--- src/crc_snoop_defines.svh ---
// Register offsets, field positions, reset values and timing counts of the CRC block
`ifndef CRC_SNOOP_DEFINES_SVH
`define CRC_SNOOP_DEFINES_SVH
`define ADDR_SNOOP_LOW 10'h3B4
`define ADDR_SNOOP_HIGH 10'h3B5
`define ADDR_CRC_MODE 10'h3B6
`define ADDR_RESULT_LOW 10'h3BC
`define ADDR_RESULT_HIGH 10'h3BD
`define ADDR_CRC_INPUT 10'h3BE
`define SNOOP_RANGE_LOW 10'h020
`define SNOOP_RANGE_HIGH 10'h3FF
`define BIT_MODE_POLY 0
`define BIT_MODE_LSB 7
`define BIT_SNOOP_READ 6
`define BIT_SNOOP_WRITE 7
`define CCITT_POLY 16'h1021
`define CRC16_POLY 16'h8005
`define RESET_RESULT 16'h0000
`define RESET_BYTE 8'h00
`define UPDATE_CYCLES 2
`endif

--- src/crc_snoop_pkg.sv ---
// Types shared by the CRC block
package crc_snoop_pkg;
	typedef enum logic [1:0] {
		ENGINE_IDLE = 2'b00,
		ENGINE_FOLD = 2'b01,
		ENGINE_STORE = 2'b10
	} engine_state_t;
	typedef struct packed {
		logic [9:0] addr;
		logic [7:0] wdata;
		logic write;
		logic read;
	} reg_req_t;
	typedef struct packed {
		logic write;
		logic read;
		logic [9:0] addr;
		logic [15:0] data;
	} snoop_bus_t;
endpackage : crc_snoop_pkg

--- src/byte_fifo.sv ---
// Small flip-flop FIFO with valid and ready on both sides
`timescale 1ns/10ps
module byte_fifo #(
	parameter int WIDTH = 8,
	parameter int DEPTH = 8
) (
	// Clock and reset
	input wire logic ref_clk,
	input wire logic reset,
	// Filling side
	input wire logic in_valid,
	output logic in_ready,
	input wire logic [WIDTH-1:0] in_data,
	// Draining side
	output logic out_valid,
	input wire logic out_ready,
	output logic [WIDTH-1:0] out_data
);
	localparam int AW = $clog2(DEPTH);
	logic [WIDTH-1:0] store [DEPTH];
	logic [AW-1:0] wr_ptr, rd_ptr, next_wr_ptr, next_rd_ptr;
	logic [AW:0] count, next_count;
	logic push, pop;

	// Handshakes
	assign in_ready = (count != (AW+1)'(DEPTH));
	assign out_valid = (count != '0);
	assign out_data = store[rd_ptr];
	assign push = in_valid && in_ready;
	assign pop = out_valid && out_ready;

	// Next pointers and fill count
	always_comb begin
		next_wr_ptr = push ? ((wr_ptr == AW'(DEPTH - 1)) ? '0 : wr_ptr + 1'b1) : wr_ptr;
		next_rd_ptr = pop ? ((rd_ptr == AW'(DEPTH - 1)) ? '0 : rd_ptr + 1'b1) : rd_ptr;
		next_count = count + (AW+1)'(push) - (AW+1)'(pop);
	end

	// Register pointers
	always_ff @(posedge ref_clk or posedge reset) begin
		if (reset) begin
			wr_ptr <= '0;
			rd_ptr <= '0;
			count <= '0;
		end else begin
			wr_ptr <= next_wr_ptr;
			rd_ptr <= next_rd_ptr;
			count <= next_count;
		end
	end

	// Storage
	always_ff @(posedge ref_clk) begin
		if (push) begin
			store[wr_ptr] <= in_data;
		end
	end
endmodule : byte_fifo

--- src/crc_snoop.sv ---
// Byte-serial 16-bit CRC engine with register port and bus snoop
// Contract
// - 16-bit CRC with CCITT or CRC-16 polynomial selected.
// - Each byte written to input register folds into the result register; one meeting a full queue, a snoop hit or (in its fold cycle) a seed write is lost.
// - One byte update completes within two clock cycles.
// - Byte plus sixteen zeros, added to remainder, divided by polynomial.
// - In LSB-first mode the result reads bit-reversed.
// - Snoop target may be any address 020h to 3FFh.
// - Write-snoop enable (bit 15) copies written data and updates CRC; a hit that finds the queue full is dropped.
// - Read-snoop enable (bit 14) copies read data and updates CRC; a hit that finds the queue full is dropped.
// - Word access to target feeds only the lower byte.
`timescale 1ns/10ps
`include "crc_snoop_defines.svh"
module crc_snoop #(
	parameter int FIFO_DEPTH = 8
) (
	// Clock and reset
	input wire logic ref_clk,
	input wire logic reset,
	// Register port
	input wire crc_snoop_pkg::reg_req_t req,
	output logic [7:0] rdata,
	// Observed peripheral bus transfers
	input wire crc_snoop_pkg::snoop_bus_t snoop,
	// Feed back-pressure
	output logic feed_ready,
	// Engine state
	output logic busy
);
	logic [15:0] result, next_result;
	logic [7:0] in_byte, next_in_byte;
	logic [15:0] snoop_addr, next_snoop_addr;
	logic [7:0] mode, next_mode;
	logic [7:0] rdata_q, next_rdata;
	logic [7:0] work_byte, next_work_byte;
	crc_snoop_pkg::engine_state_t state, next_state;
	logic feed_valid, feed_fire, q_valid, q_ready;
	logic [7:0] feed_byte, q_byte;
	logic sw_feed, snoop_hit, seed_write;
	logic [15:0] rev_result, shown_result;
	logic take;
	logic [4:0] pending, next_pending;

	// Bit-reverse of a 16-bit value
	function automatic logic [15:0] rev16(input logic [15:0] v);
		logic [15:0] r;
		r = '0;
		for (int i = 0; i < 16; i++) begin
			r[i] = v[15-i];
		end
		return r;
	endfunction : rev16

	// Bit-reverse of a byte
	function automatic logic [7:0] rev8(input logic [7:0] v);
		logic [7:0] r;
		r = '0;
		for (int i = 0; i < 8; i++) begin
			r[i] = v[7-i];
		end
		return r;
	endfunction : rev8

	// Modulo-2 division of remainder plus byte shifted by sixteen
	function automatic logic [15:0] fold(input logic [15:0] rem, input logic [7:0] b,
		input logic [15:0] poly);
		logic [15:0] c;
		c = rem ^ {b, 8'h00};
		for (int i = 0; i < 8; i++) begin
			c = c[15] ? ((c << 1) ^ poly) : (c << 1);
		end
		return c;
	endfunction : fold

	// Snoop hit and software feed decode
	always_comb begin
		snoop_hit = (snoop.addr == snoop_addr[9:0]) && (snoop.addr >= `SNOOP_RANGE_LOW)
			&& ((snoop.write && snoop_addr[8 + `BIT_SNOOP_WRITE])
			|| (snoop.read && snoop_addr[8 + `BIT_SNOOP_READ]));
		sw_feed = req.write && (req.addr == `ADDR_CRC_INPUT);
		feed_valid = snoop_hit || sw_feed;
		feed_byte = snoop_hit ? snoop.data[7:0] : req.wdata;
		seed_write = req.write && ((req.addr == `ADDR_RESULT_LOW) || (req.addr == `ADDR_RESULT_HIGH));
	end
	assign feed_fire = feed_valid && feed_ready;

	// Byte queue between feeders and engine
	byte_fifo #(.WIDTH(8), .DEPTH(FIFO_DEPTH)) u_fifo (
		.ref_clk(ref_clk),
		.reset(reset),
		.in_valid(feed_valid),
		.in_ready(feed_ready),
		.in_data(feed_byte),
		.out_valid(q_valid),
		.out_ready(q_ready),
		.out_data(q_byte)
	);

	assign q_ready = (state == crc_snoop_pkg::ENGINE_IDLE) && !seed_write;
	assign busy = (state != crc_snoop_pkg::ENGINE_IDLE) || q_valid;

	// Result as software sees it; a seed byte lands in the shown half its address names, the other shown half kept
	assign rev_result = rev16(result);
	assign shown_result = mode[`BIT_MODE_LSB] ? rev_result : result;
	// Engine takes the head of the queue
	assign take = (state == crc_snoop_pkg::ENGINE_IDLE) && q_valid && q_ready;

	// Engine and register next values
	always_comb begin
		next_state = state;
		next_result = result;
		next_work_byte = work_byte;
		next_in_byte = feed_fire ? feed_byte : in_byte;
		next_snoop_addr = snoop_addr;
		next_mode = mode;
		case (state)
			crc_snoop_pkg::ENGINE_IDLE: begin
				if (q_valid && q_ready) begin
					next_work_byte = mode[`BIT_MODE_LSB] ? rev8(q_byte) : q_byte;
					next_state = crc_snoop_pkg::ENGINE_FOLD;
				end
			end
			crc_snoop_pkg::ENGINE_FOLD: begin
				next_result = fold(result, work_byte,
					mode[`BIT_MODE_POLY] ? `CRC16_POLY : `CCITT_POLY);
				next_state = crc_snoop_pkg::ENGINE_STORE;
			end
			crc_snoop_pkg::ENGINE_STORE: begin
				next_state = crc_snoop_pkg::ENGINE_IDLE;
			end
			default: begin
				next_state = crc_snoop_pkg::ENGINE_IDLE;
			end
		endcase
		// Register writes; a software seed is stored in the division's own bit order
		if (req.write) begin
			case (req.addr)
				`ADDR_SNOOP_LOW: next_snoop_addr[7:0] = req.wdata;
				`ADDR_SNOOP_HIGH: next_snoop_addr[15:8] = {req.wdata[7:6], 4'h0, req.wdata[1:0]};
				`ADDR_CRC_MODE: next_mode = {req.wdata[7], 6'h00, req.wdata[0]};
				`ADDR_RESULT_LOW: next_result = mode[`BIT_MODE_LSB]
					? rev16({rev_result[15:8], req.wdata}) : {result[15:8], req.wdata};
				`ADDR_RESULT_HIGH: next_result = mode[`BIT_MODE_LSB]
					? rev16({req.wdata, rev_result[7:0]}) : {req.wdata, result[7:0]};
				default: begin
				end
			endcase
		end
	end

	// Read data, one cycle after the strobe
	always_comb begin
		logic [15:0] shown;
		shown = mode[`BIT_MODE_LSB] ? rev16(result) : result;
		next_rdata = 8'h00;
		if (req.read) begin
			case (req.addr)
				`ADDR_SNOOP_LOW: next_rdata = snoop_addr[7:0];
				`ADDR_SNOOP_HIGH: next_rdata = snoop_addr[15:8];
				`ADDR_CRC_MODE: next_rdata = mode;
				`ADDR_RESULT_LOW: next_rdata = shown[7:0];
				`ADDR_RESULT_HIGH: next_rdata = shown[15:8];
				`ADDR_CRC_INPUT: next_rdata = in_byte;
				default: next_rdata = 8'h00;
			endcase
		end
	end
	assign rdata = rdata_q;

	// Register all state except the pending count
	always_ff @(posedge ref_clk or posedge reset) begin
		if (reset) begin
			state <= crc_snoop_pkg::ENGINE_IDLE;
			result <= `RESET_RESULT;
			work_byte <= `RESET_BYTE;
			in_byte <= `RESET_BYTE;
			snoop_addr <= 16'h0000;
			mode <= 8'h00;
			rdata_q <= 8'h00;
		end else begin
			state <= next_state;
			result <= next_result;
			work_byte <= next_work_byte;
			in_byte <= next_in_byte;
			snoop_addr <= next_snoop_addr;
			mode <= next_mode;
			rdata_q <= next_rdata;
		end
	end

	// Bytes accepted but not yet taken, to catch a lost or repeated byte
	always_comb begin
		next_pending = pending + {4'h0, feed_fire} - {4'h0, take};
	end

	// Register the pending count
	always_ff @(posedge ref_clk or posedge reset) begin
		if (reset) begin
			pending <= 5'h00;
		end else begin
			pending <= next_pending;
		end
	end
endmodule : crc_snoop

--- config.mk ---
export PLATFORM = sky130hd
export DESIGN_NAME = crc_snoop
export DESIGN_NICKNAME = d
export VERILOG_FILES = /design/src/crc_snoop_pkg.sv /design/src/byte_fifo.sv /design/src/crc_snoop.sv
export VERILOG_INCLUDE_DIRS = /design/src /design/src/src
export SDC_FILE = /design/constraint.sdc
export NUM_CORES = 1
export LEC_CHECK = 0
export BUFFER_PORTS_ARGS = -buffer_cell sky130_fd_sc_hd__buf_2
export CAP_MARGIN = 20
export CORE_AREA = 2 2 115 117
export CTS_CLUSTER_DIAMETER = 60
export CTS_CLUSTER_SIZE = 16
export DETAILED_ROUTE_END_ITERATION = 6
export DIE_AREA = 0 0 117 119
export PLACE_DENSITY = 0.79
export SYNTH_ARGS = -nofsm -noshare
export SYNTH_HDL_FRONTEND = slang
export SYNTH_SLANG_ARGS = --single-unit
--- constraint.sdc ---
create_clock -name ref_clk -period 3.8 [get_ports ref_clk]
set_clock_uncertainty 0.1 [all_clocks]
set_input_delay 0.95 -clock ref_clk [delete_from_list [all_inputs] [get_ports ref_clk]]
set_output_delay 0.95 -clock ref_clk [all_outputs]
set_load 0.01 [all_outputs]
# --- Word-level counts from Yosys, hierarchy flattened ---
# Memories as Yosys holds them, arrays and structs flattened.
# Cells that the tools add are included.
word_totals:
  reg_bits: 66
  mem_bits_rw: 64
  input_bits: 50
  out_inout_bits: 10
  word_cells: 91
  memories: 1
op_classes:
  addsub: 4
  magnitude_cmp: 1
  n_eq_ne: 16
  mux: 25
  n_bitwise: 9
  n_reduce_logical: 23
memory_table:
  columns: ["name", "words", "width", "read_ports", "rd_ports_with_merged_regs", "write_ports", "line_no", "source"]
  rows:
  - ["u_fifo.store", 8, 8, 1, 0, 1, "byte_fifo.sv:20", "logic [WIDTH-1:0] store [DEPTH];"]
ops:
  columns: ["op", "count"]
  rows:
  - ["$mux W16", 14]
  - ["$xor A16 B16 Y16", 9]
  - ["$eq A10 B10 Y1 const B", 6]
  - ["$pmux W8 S6", 1]
  - ["$pmux W16 S2", 1]
  - ["$mux W8", 3]
  - ["$ne A3 B3 Y1 const B", 4]
  - ["$reduce_and A2 Y1", 6]
  - ["$eq A10 B10 Y1", 1]
  - ["$ge A10 B6 Y1 const B", 1]
  - ["$logic_and A1 B1 Y1", 9]
  - ["$add A3 B1 Y3 const B", 2]
  - ["$eq A3 B3 Y1 const B", 2]
  - ["$mux W3", 2]
  - ["$add A4 B1 Y4", 1]
  - ["$logic_or A1 B1 Y1", 4]
  - ["$ne A4 B4 Y1 const B", 1]
  - ["$pmux W2 S2", 1]
  - ["$reduce_bool A4 Y1", 1]
  - ["$sub A4 B1 Y4", 1]
  - ["$eq A2 B1 Y1 const B", 1]
  - ["$logic_not A2 Y1", 1]
  - ["$mux W1", 2]
  - ["$mux W2", 1]
  - ["other kinds (3)", 3]

# --- Logic depth before layout (Yosys ltp) ---
logic_depth:
  depth_word: 20
  mapped_depth: 12
  ltp_nobuf: 10

# --- Cells and area by module ---
# Synthesis repeated with hierarchy kept, for this count alone.
hier_totals:
  cells_unflattened: 524
  hier_area_um2: 6742.7
by_module_without_submodules:
  columns: ["module", "n_inst", "cells_per_inst", "area_per_inst_um2", "seq_area_each_um2"]
  rows:
  - ["crc_snoop", 1, 373, 3641.0, 1401.3]
  - ["byte_fifo", 1, 151, 3101.7, 2172.1]

# --- Worst setup path after synthesis ---
# No wires, ideal clock.
synth_path:
  kind: "input to register"
  from: "input port req[18] in the netlist's numbering"
  to: "register u_fifo.count[2]"
  setup_time_ns: 0.123
  arrival_ns: 3.114
  path_slack_ns: 0.464
  path_stages: 12
  path_buffers: 2
  path_cell_list: "and4b_1 -> and3_1 -> nand4b_1 -> buf_2 -> nand3_1 -> buf_2 -> or2_2 -> nand2_1 -> ha_1 -> inv_1 -> fa_1 -> xnor2_1"
synth_via:
  elab_chain_cells: 7
synth_rtl:
  columns: ["item", "line_no", "source"]
  rows:
  - ["from (decl)", "crc_snoop.sv:21", "input wire crc_snoop_pkg::reg_req_t req,"]
  - ["branches (longest 6 deep; another with $add A4 B1 Y4)", null, null]
  - ["$sub A4 B1 Y4 *", "byte_fifo.sv:36", "next_count = count + (AW+1)'(push) - (AW+1)'(pop);"]
  - ["via u_fifo.next_count[2]", "byte_fifo.sv:22", "logic [AW:0] count, next_count;"]
  - ["to (signal assigned)", "byte_fifo.sv:48", "count <= next_count;"]
  - ["to (decl)", "byte_fifo.sv:22", null]
# Mark *: on every way through the listed nets, which the timed path passes.
# A chain may end at the register's enable or synchronous reset.

# --- Worst setup path after layout ---
layout_path:
  from: "input port req[18] in the netlist's numbering"
  to: "register u_fifo.count[1]"
layout_lines:
  columns: ["item", "line_no", "source"]
  rows:
  - ["$eq A10 B10 Y1", null, null]
  - ["$logic_and A1 B1 Y1", "crc_snoop.sv:80", "sw_feed = req.write && (req.addr == `ADDR_CRC_INPUT);"]
  - ["$logic_or A1 B1 Y1", "crc_snoop.sv:81", "feed_valid = snoop_hit || sw_feed;"]
  - ["$logic_and A1 B1 Y1", null, null]
  - ["via feed_fire", "crc_snoop.sv:37", "logic feed_valid, feed_fire, q_valid, q_ready;"]
  - ["$add A4 B1 Y4", "byte_fifo.sv:36", null]
  - ["$sub A4 B1 Y4", "byte_fifo.sv:36", null]
  - ["via u_fifo.next_count[1]", "byte_fifo.sv:22", null]
# The timed path passes the listed nets, and every way through them passes these cells.

==> out/results.tsv <==
metric	value	unit
r2r setup slk	1.11	ns
largest family of logic cells by synthesized area	multiplexers	
site row count	42	
# fillers	977	
CTS root buf	clkbuf_16	
Slew Limit Fails	0	
vias in the first global route	4862	
Layout Area Growth over Synthesis	15.8	%
CP delay by family, top	simple AND/OR/NAND/NOR gates	
Synth Warn #	0	
first-pass GRT wire length	26.8	mm
DRC viols	0	
First DRT Iteration DRCs	448	
Compound-Gate Fraction of Synth Area	8.30	%
hpwl dp	11.3	mm
largest stage delay on the critical path	0.41	ns
post-synthesis simple-gate area fraction	10.9	%
Setup TNS	0	ns
RSZ-0062 raised after global routing	no	
Die Footprint	0.0139	mm2
fin crit share	75.2	%
XOR/XNOR share of the synthesized area	7.14	%
Seq cells post-synth	130	
worst path cell trace	buf_2 > and4b_1 > and4_1 > and3_1 > o21ai_1 > inv_1 > ha_1 > inv_1 > fa_1 > inv_1	
adder-cell share of the synthesized area	1.93	%
layout cell share with drive strength beyond 1	29.4	%
Hold Crit Class	reg -> reg	
clk_lat worst skew	0.42	ns
CP max FO	7	
relative slew slack	37.7	%
# diodes	0	
CTS-repair resized insts	0	
hold_buf cts	0	
fin area	0.00797	mm2
Mapped Avg Cell Area	12.9	um2
total of max-cap violations	0	
Worst Setup Path Type	in -> reg	
CTS H-tree depth	4	
GPL Wtd Cong	0.944	
Crit path buffers/inverters	4	
hold path depth	1	
crit-path most repeated cell	inv_1	
final setup fails	0	
busiest grt layer	met2	
Worst-path clk slew	0.06	ns
GRT met3 Usage	6.06	%
Routed Antenna Nets	0	
WP data arrival	3.12	ns
Hold Vio Cnt, Final	0	
asr flop ratio synth	50.8	%
Die W	117	um
hold_sp	work_byte[2]$_DFFE_PP0P_	
Hold Slack	0.439	ns
drt first pass iters	5	
Hold Path Sink	work_byte[2]$_DFFE_PP0P_	
LEAKAGE	3.17	nW
initial antenna violation count	0	
Vias	4884	
FMAX	350	MHz
Post-CTS Setup Repair Bufs	0	
Synth Cell Area	0.00689	mm2
routed len/inst	21.5	um
VDD IR max	472	uV
total grt overflow	0	
final wirelength	16.8	mm
Post-DP Area	0.00739	mm2
FF-to-FF End	u_fifo.count[1]$_DFF_PP0_	
post-synthesis mux area share	17.4	%
worst slack, placed	0.502	ns
Vias/cell	6.22	
largest net degree at the start of global routing	37	
P per Cell Area	788	mW/mm2
IO Pins	60	
Nets	656	
core area	0.0129	mm2
gr usage total	26.1	%
Synthesized Nets	594	
Req. time, crit path	4.06	ns
Final min period	2.86	ns
top_reg_cell synth	dfrtp_1	
sequential area share after synthesis	51.9	%
Unique masters post-synth	58	
Worst Tran Pin Value	0.934	ns
Synth Instances	534	
CP Launch Type	input port	
PortBufs	51	
worst setup margin	0.941	ns
total clock sinks	130	
TritonCTS Buffers	17	
Die Y	119	um
CP max stage cell	fa_1	
CTS tree	yes	
Starting Density	53.5	%
worst r2r src	snoop_addr[6]$_DFFE_PP0P_	
outcome	finished clean	
met1 Use GR	36.4	%
R2R cell count	9	
EDFF count, synth	64	
CTS Buffer Depth	2	
Setup crit end kind	register	
met2 Resource Use GR	40.4	%
## sequential cells by signal, summed over array words and instances (netlist names)
signal / flops
in_byte: 8
mode: 2
rdata: 8
result: 16
snoop_addr: 12
state: 2
u_fifo.count: 4
u_fifo.rd_ptr: 3
u_fifo.store: 64
u_fifo.wr_ptr: 3
work_byte: 8
## metrics by stage
step                std cells  total power, mW  util, %
floorplan                 534             4.17        -
global placement          753             4.60     57.4
detailed placement        753             4.69     57.4
CTS                       785             6.31     61.9
global route              785             6.65     61.9
finish                    785             6.28     61.9
## layout make-up
class	count	area, um2	area share [%]
clock inverter	14	145	1.82
inverter	13	48.8	0.612
timing repair buffer	70	398	4.99
sequential	130	3570	44.8
multi-input combinational	364	3150	39.5
tap	176	220	2.76
clock buffer	18	439	5.51
## routing by layer
metal	vias up	part of all wire, %
li1	2162	-
met1	2449	40
met2	247	50
met3	26	7.9
met4	0	2.0
met5	-	0
## worst max path at each step
| stage | start | end | cells after the start |
|---|---|---|---|
| after floorplan | req[18] | u_fifo.count[2]$_DFF_PP0_ | 12 |
| after global placement | req[18] | u_fifo.count[1]$_DFF_PP0_ | 10 |
| after detailed placement | snoop[21] | u_fifo.count[1]$_DFF_PP0_ | 10 |
| after CTS | snoop[21] | u_fifo.count[1]$_DFF_PP0_ | 10 |
| after global routing | req[18] | u_fifo.count[1]$_DFF_PP0_ | 10 |
| final | req[18] | u_fifo.count[1]$_DFF_PP0_ | 10 |
## worst reg2reg max path, stage by stage (launching register included)
cell	delay, ns
dfrtp_1	0.44
nor4_1	0.33
o21bai_1	0.13
and4_1	0.23
o21ai_1	0.41
inv_1	0.18
ha_1	0.25
inv_1	0.08
fa_1	0.41
inv_1	0.06
## power breakdown
part	switching (mW)	internal, mW
clock	0.656	0.939
sequential	0.281	1.68
combinational	1.25	1.48
## placed cells by master, fill, tap and decap left out, drive strengths merged, types with 3 or more instances in the layout
cell,n
a211oi,7
a21oi,24
a221o,3
a221oi,3
a22o,3
a22oi,9
buf,70
clkbuf,18
clkinv,5
dfrtp,66
edfxtp,64
ha,9
inv,19
mux2,36
mux2i,11
mux4,30
nand2,25
nand2b,15
nand3,9
nand3b,7
nor2,32
nor2b,9
nor3,21
nor4,10
o211ai,5
o21ai,11
o22ai,13
or2,3
xnor2,22
xor2,22
## synthesized netlist by cell type, types with 3 or more instances
library cell	count	area [um2]
mux4_2	29	653
buf_1	3	11.3
nor3_1	21	105
nor2_1	32	120
a21oi_1	24	120
buf_2	8	40.0
clkbuf_1	15	56.3
o211ai_1	5	37.5
a22oi_1	9	67.6
xor2_1	18	158
a22o_1	3	26.3
edfxtp_1	64	1920
xnor2_1	21	184
mux2_2	35	394
inv_1	12	45.0
a221o_1	3	30.0
nor2b_1	9	56.3
a211oi_1	7	52.6
nand3b_1	7	52.6
nand2b_1	14	87.6
a221oi_1	3	26.3
ha_1	9	113
o21ai_0	9	45.0
nor4_1	9	56.3
mux2i_1	11	110
nand3_1	9	45.0
or2_2	3	18.8
dfrtp_1	66	1650
nand2_1	24	90.1
o22ai_1	13	81.3
## cell families after synthesis
group / Yosys count
AOI/OAI and AO/OA: 88
buffers and inverters: 40
and+or+nand+nor: 143
xor gates and xnor gates: 46
muxes: 77
DFF: 130
adders and majority gates: 10
No activity file was read; power rests on OpenSTA's default activity.
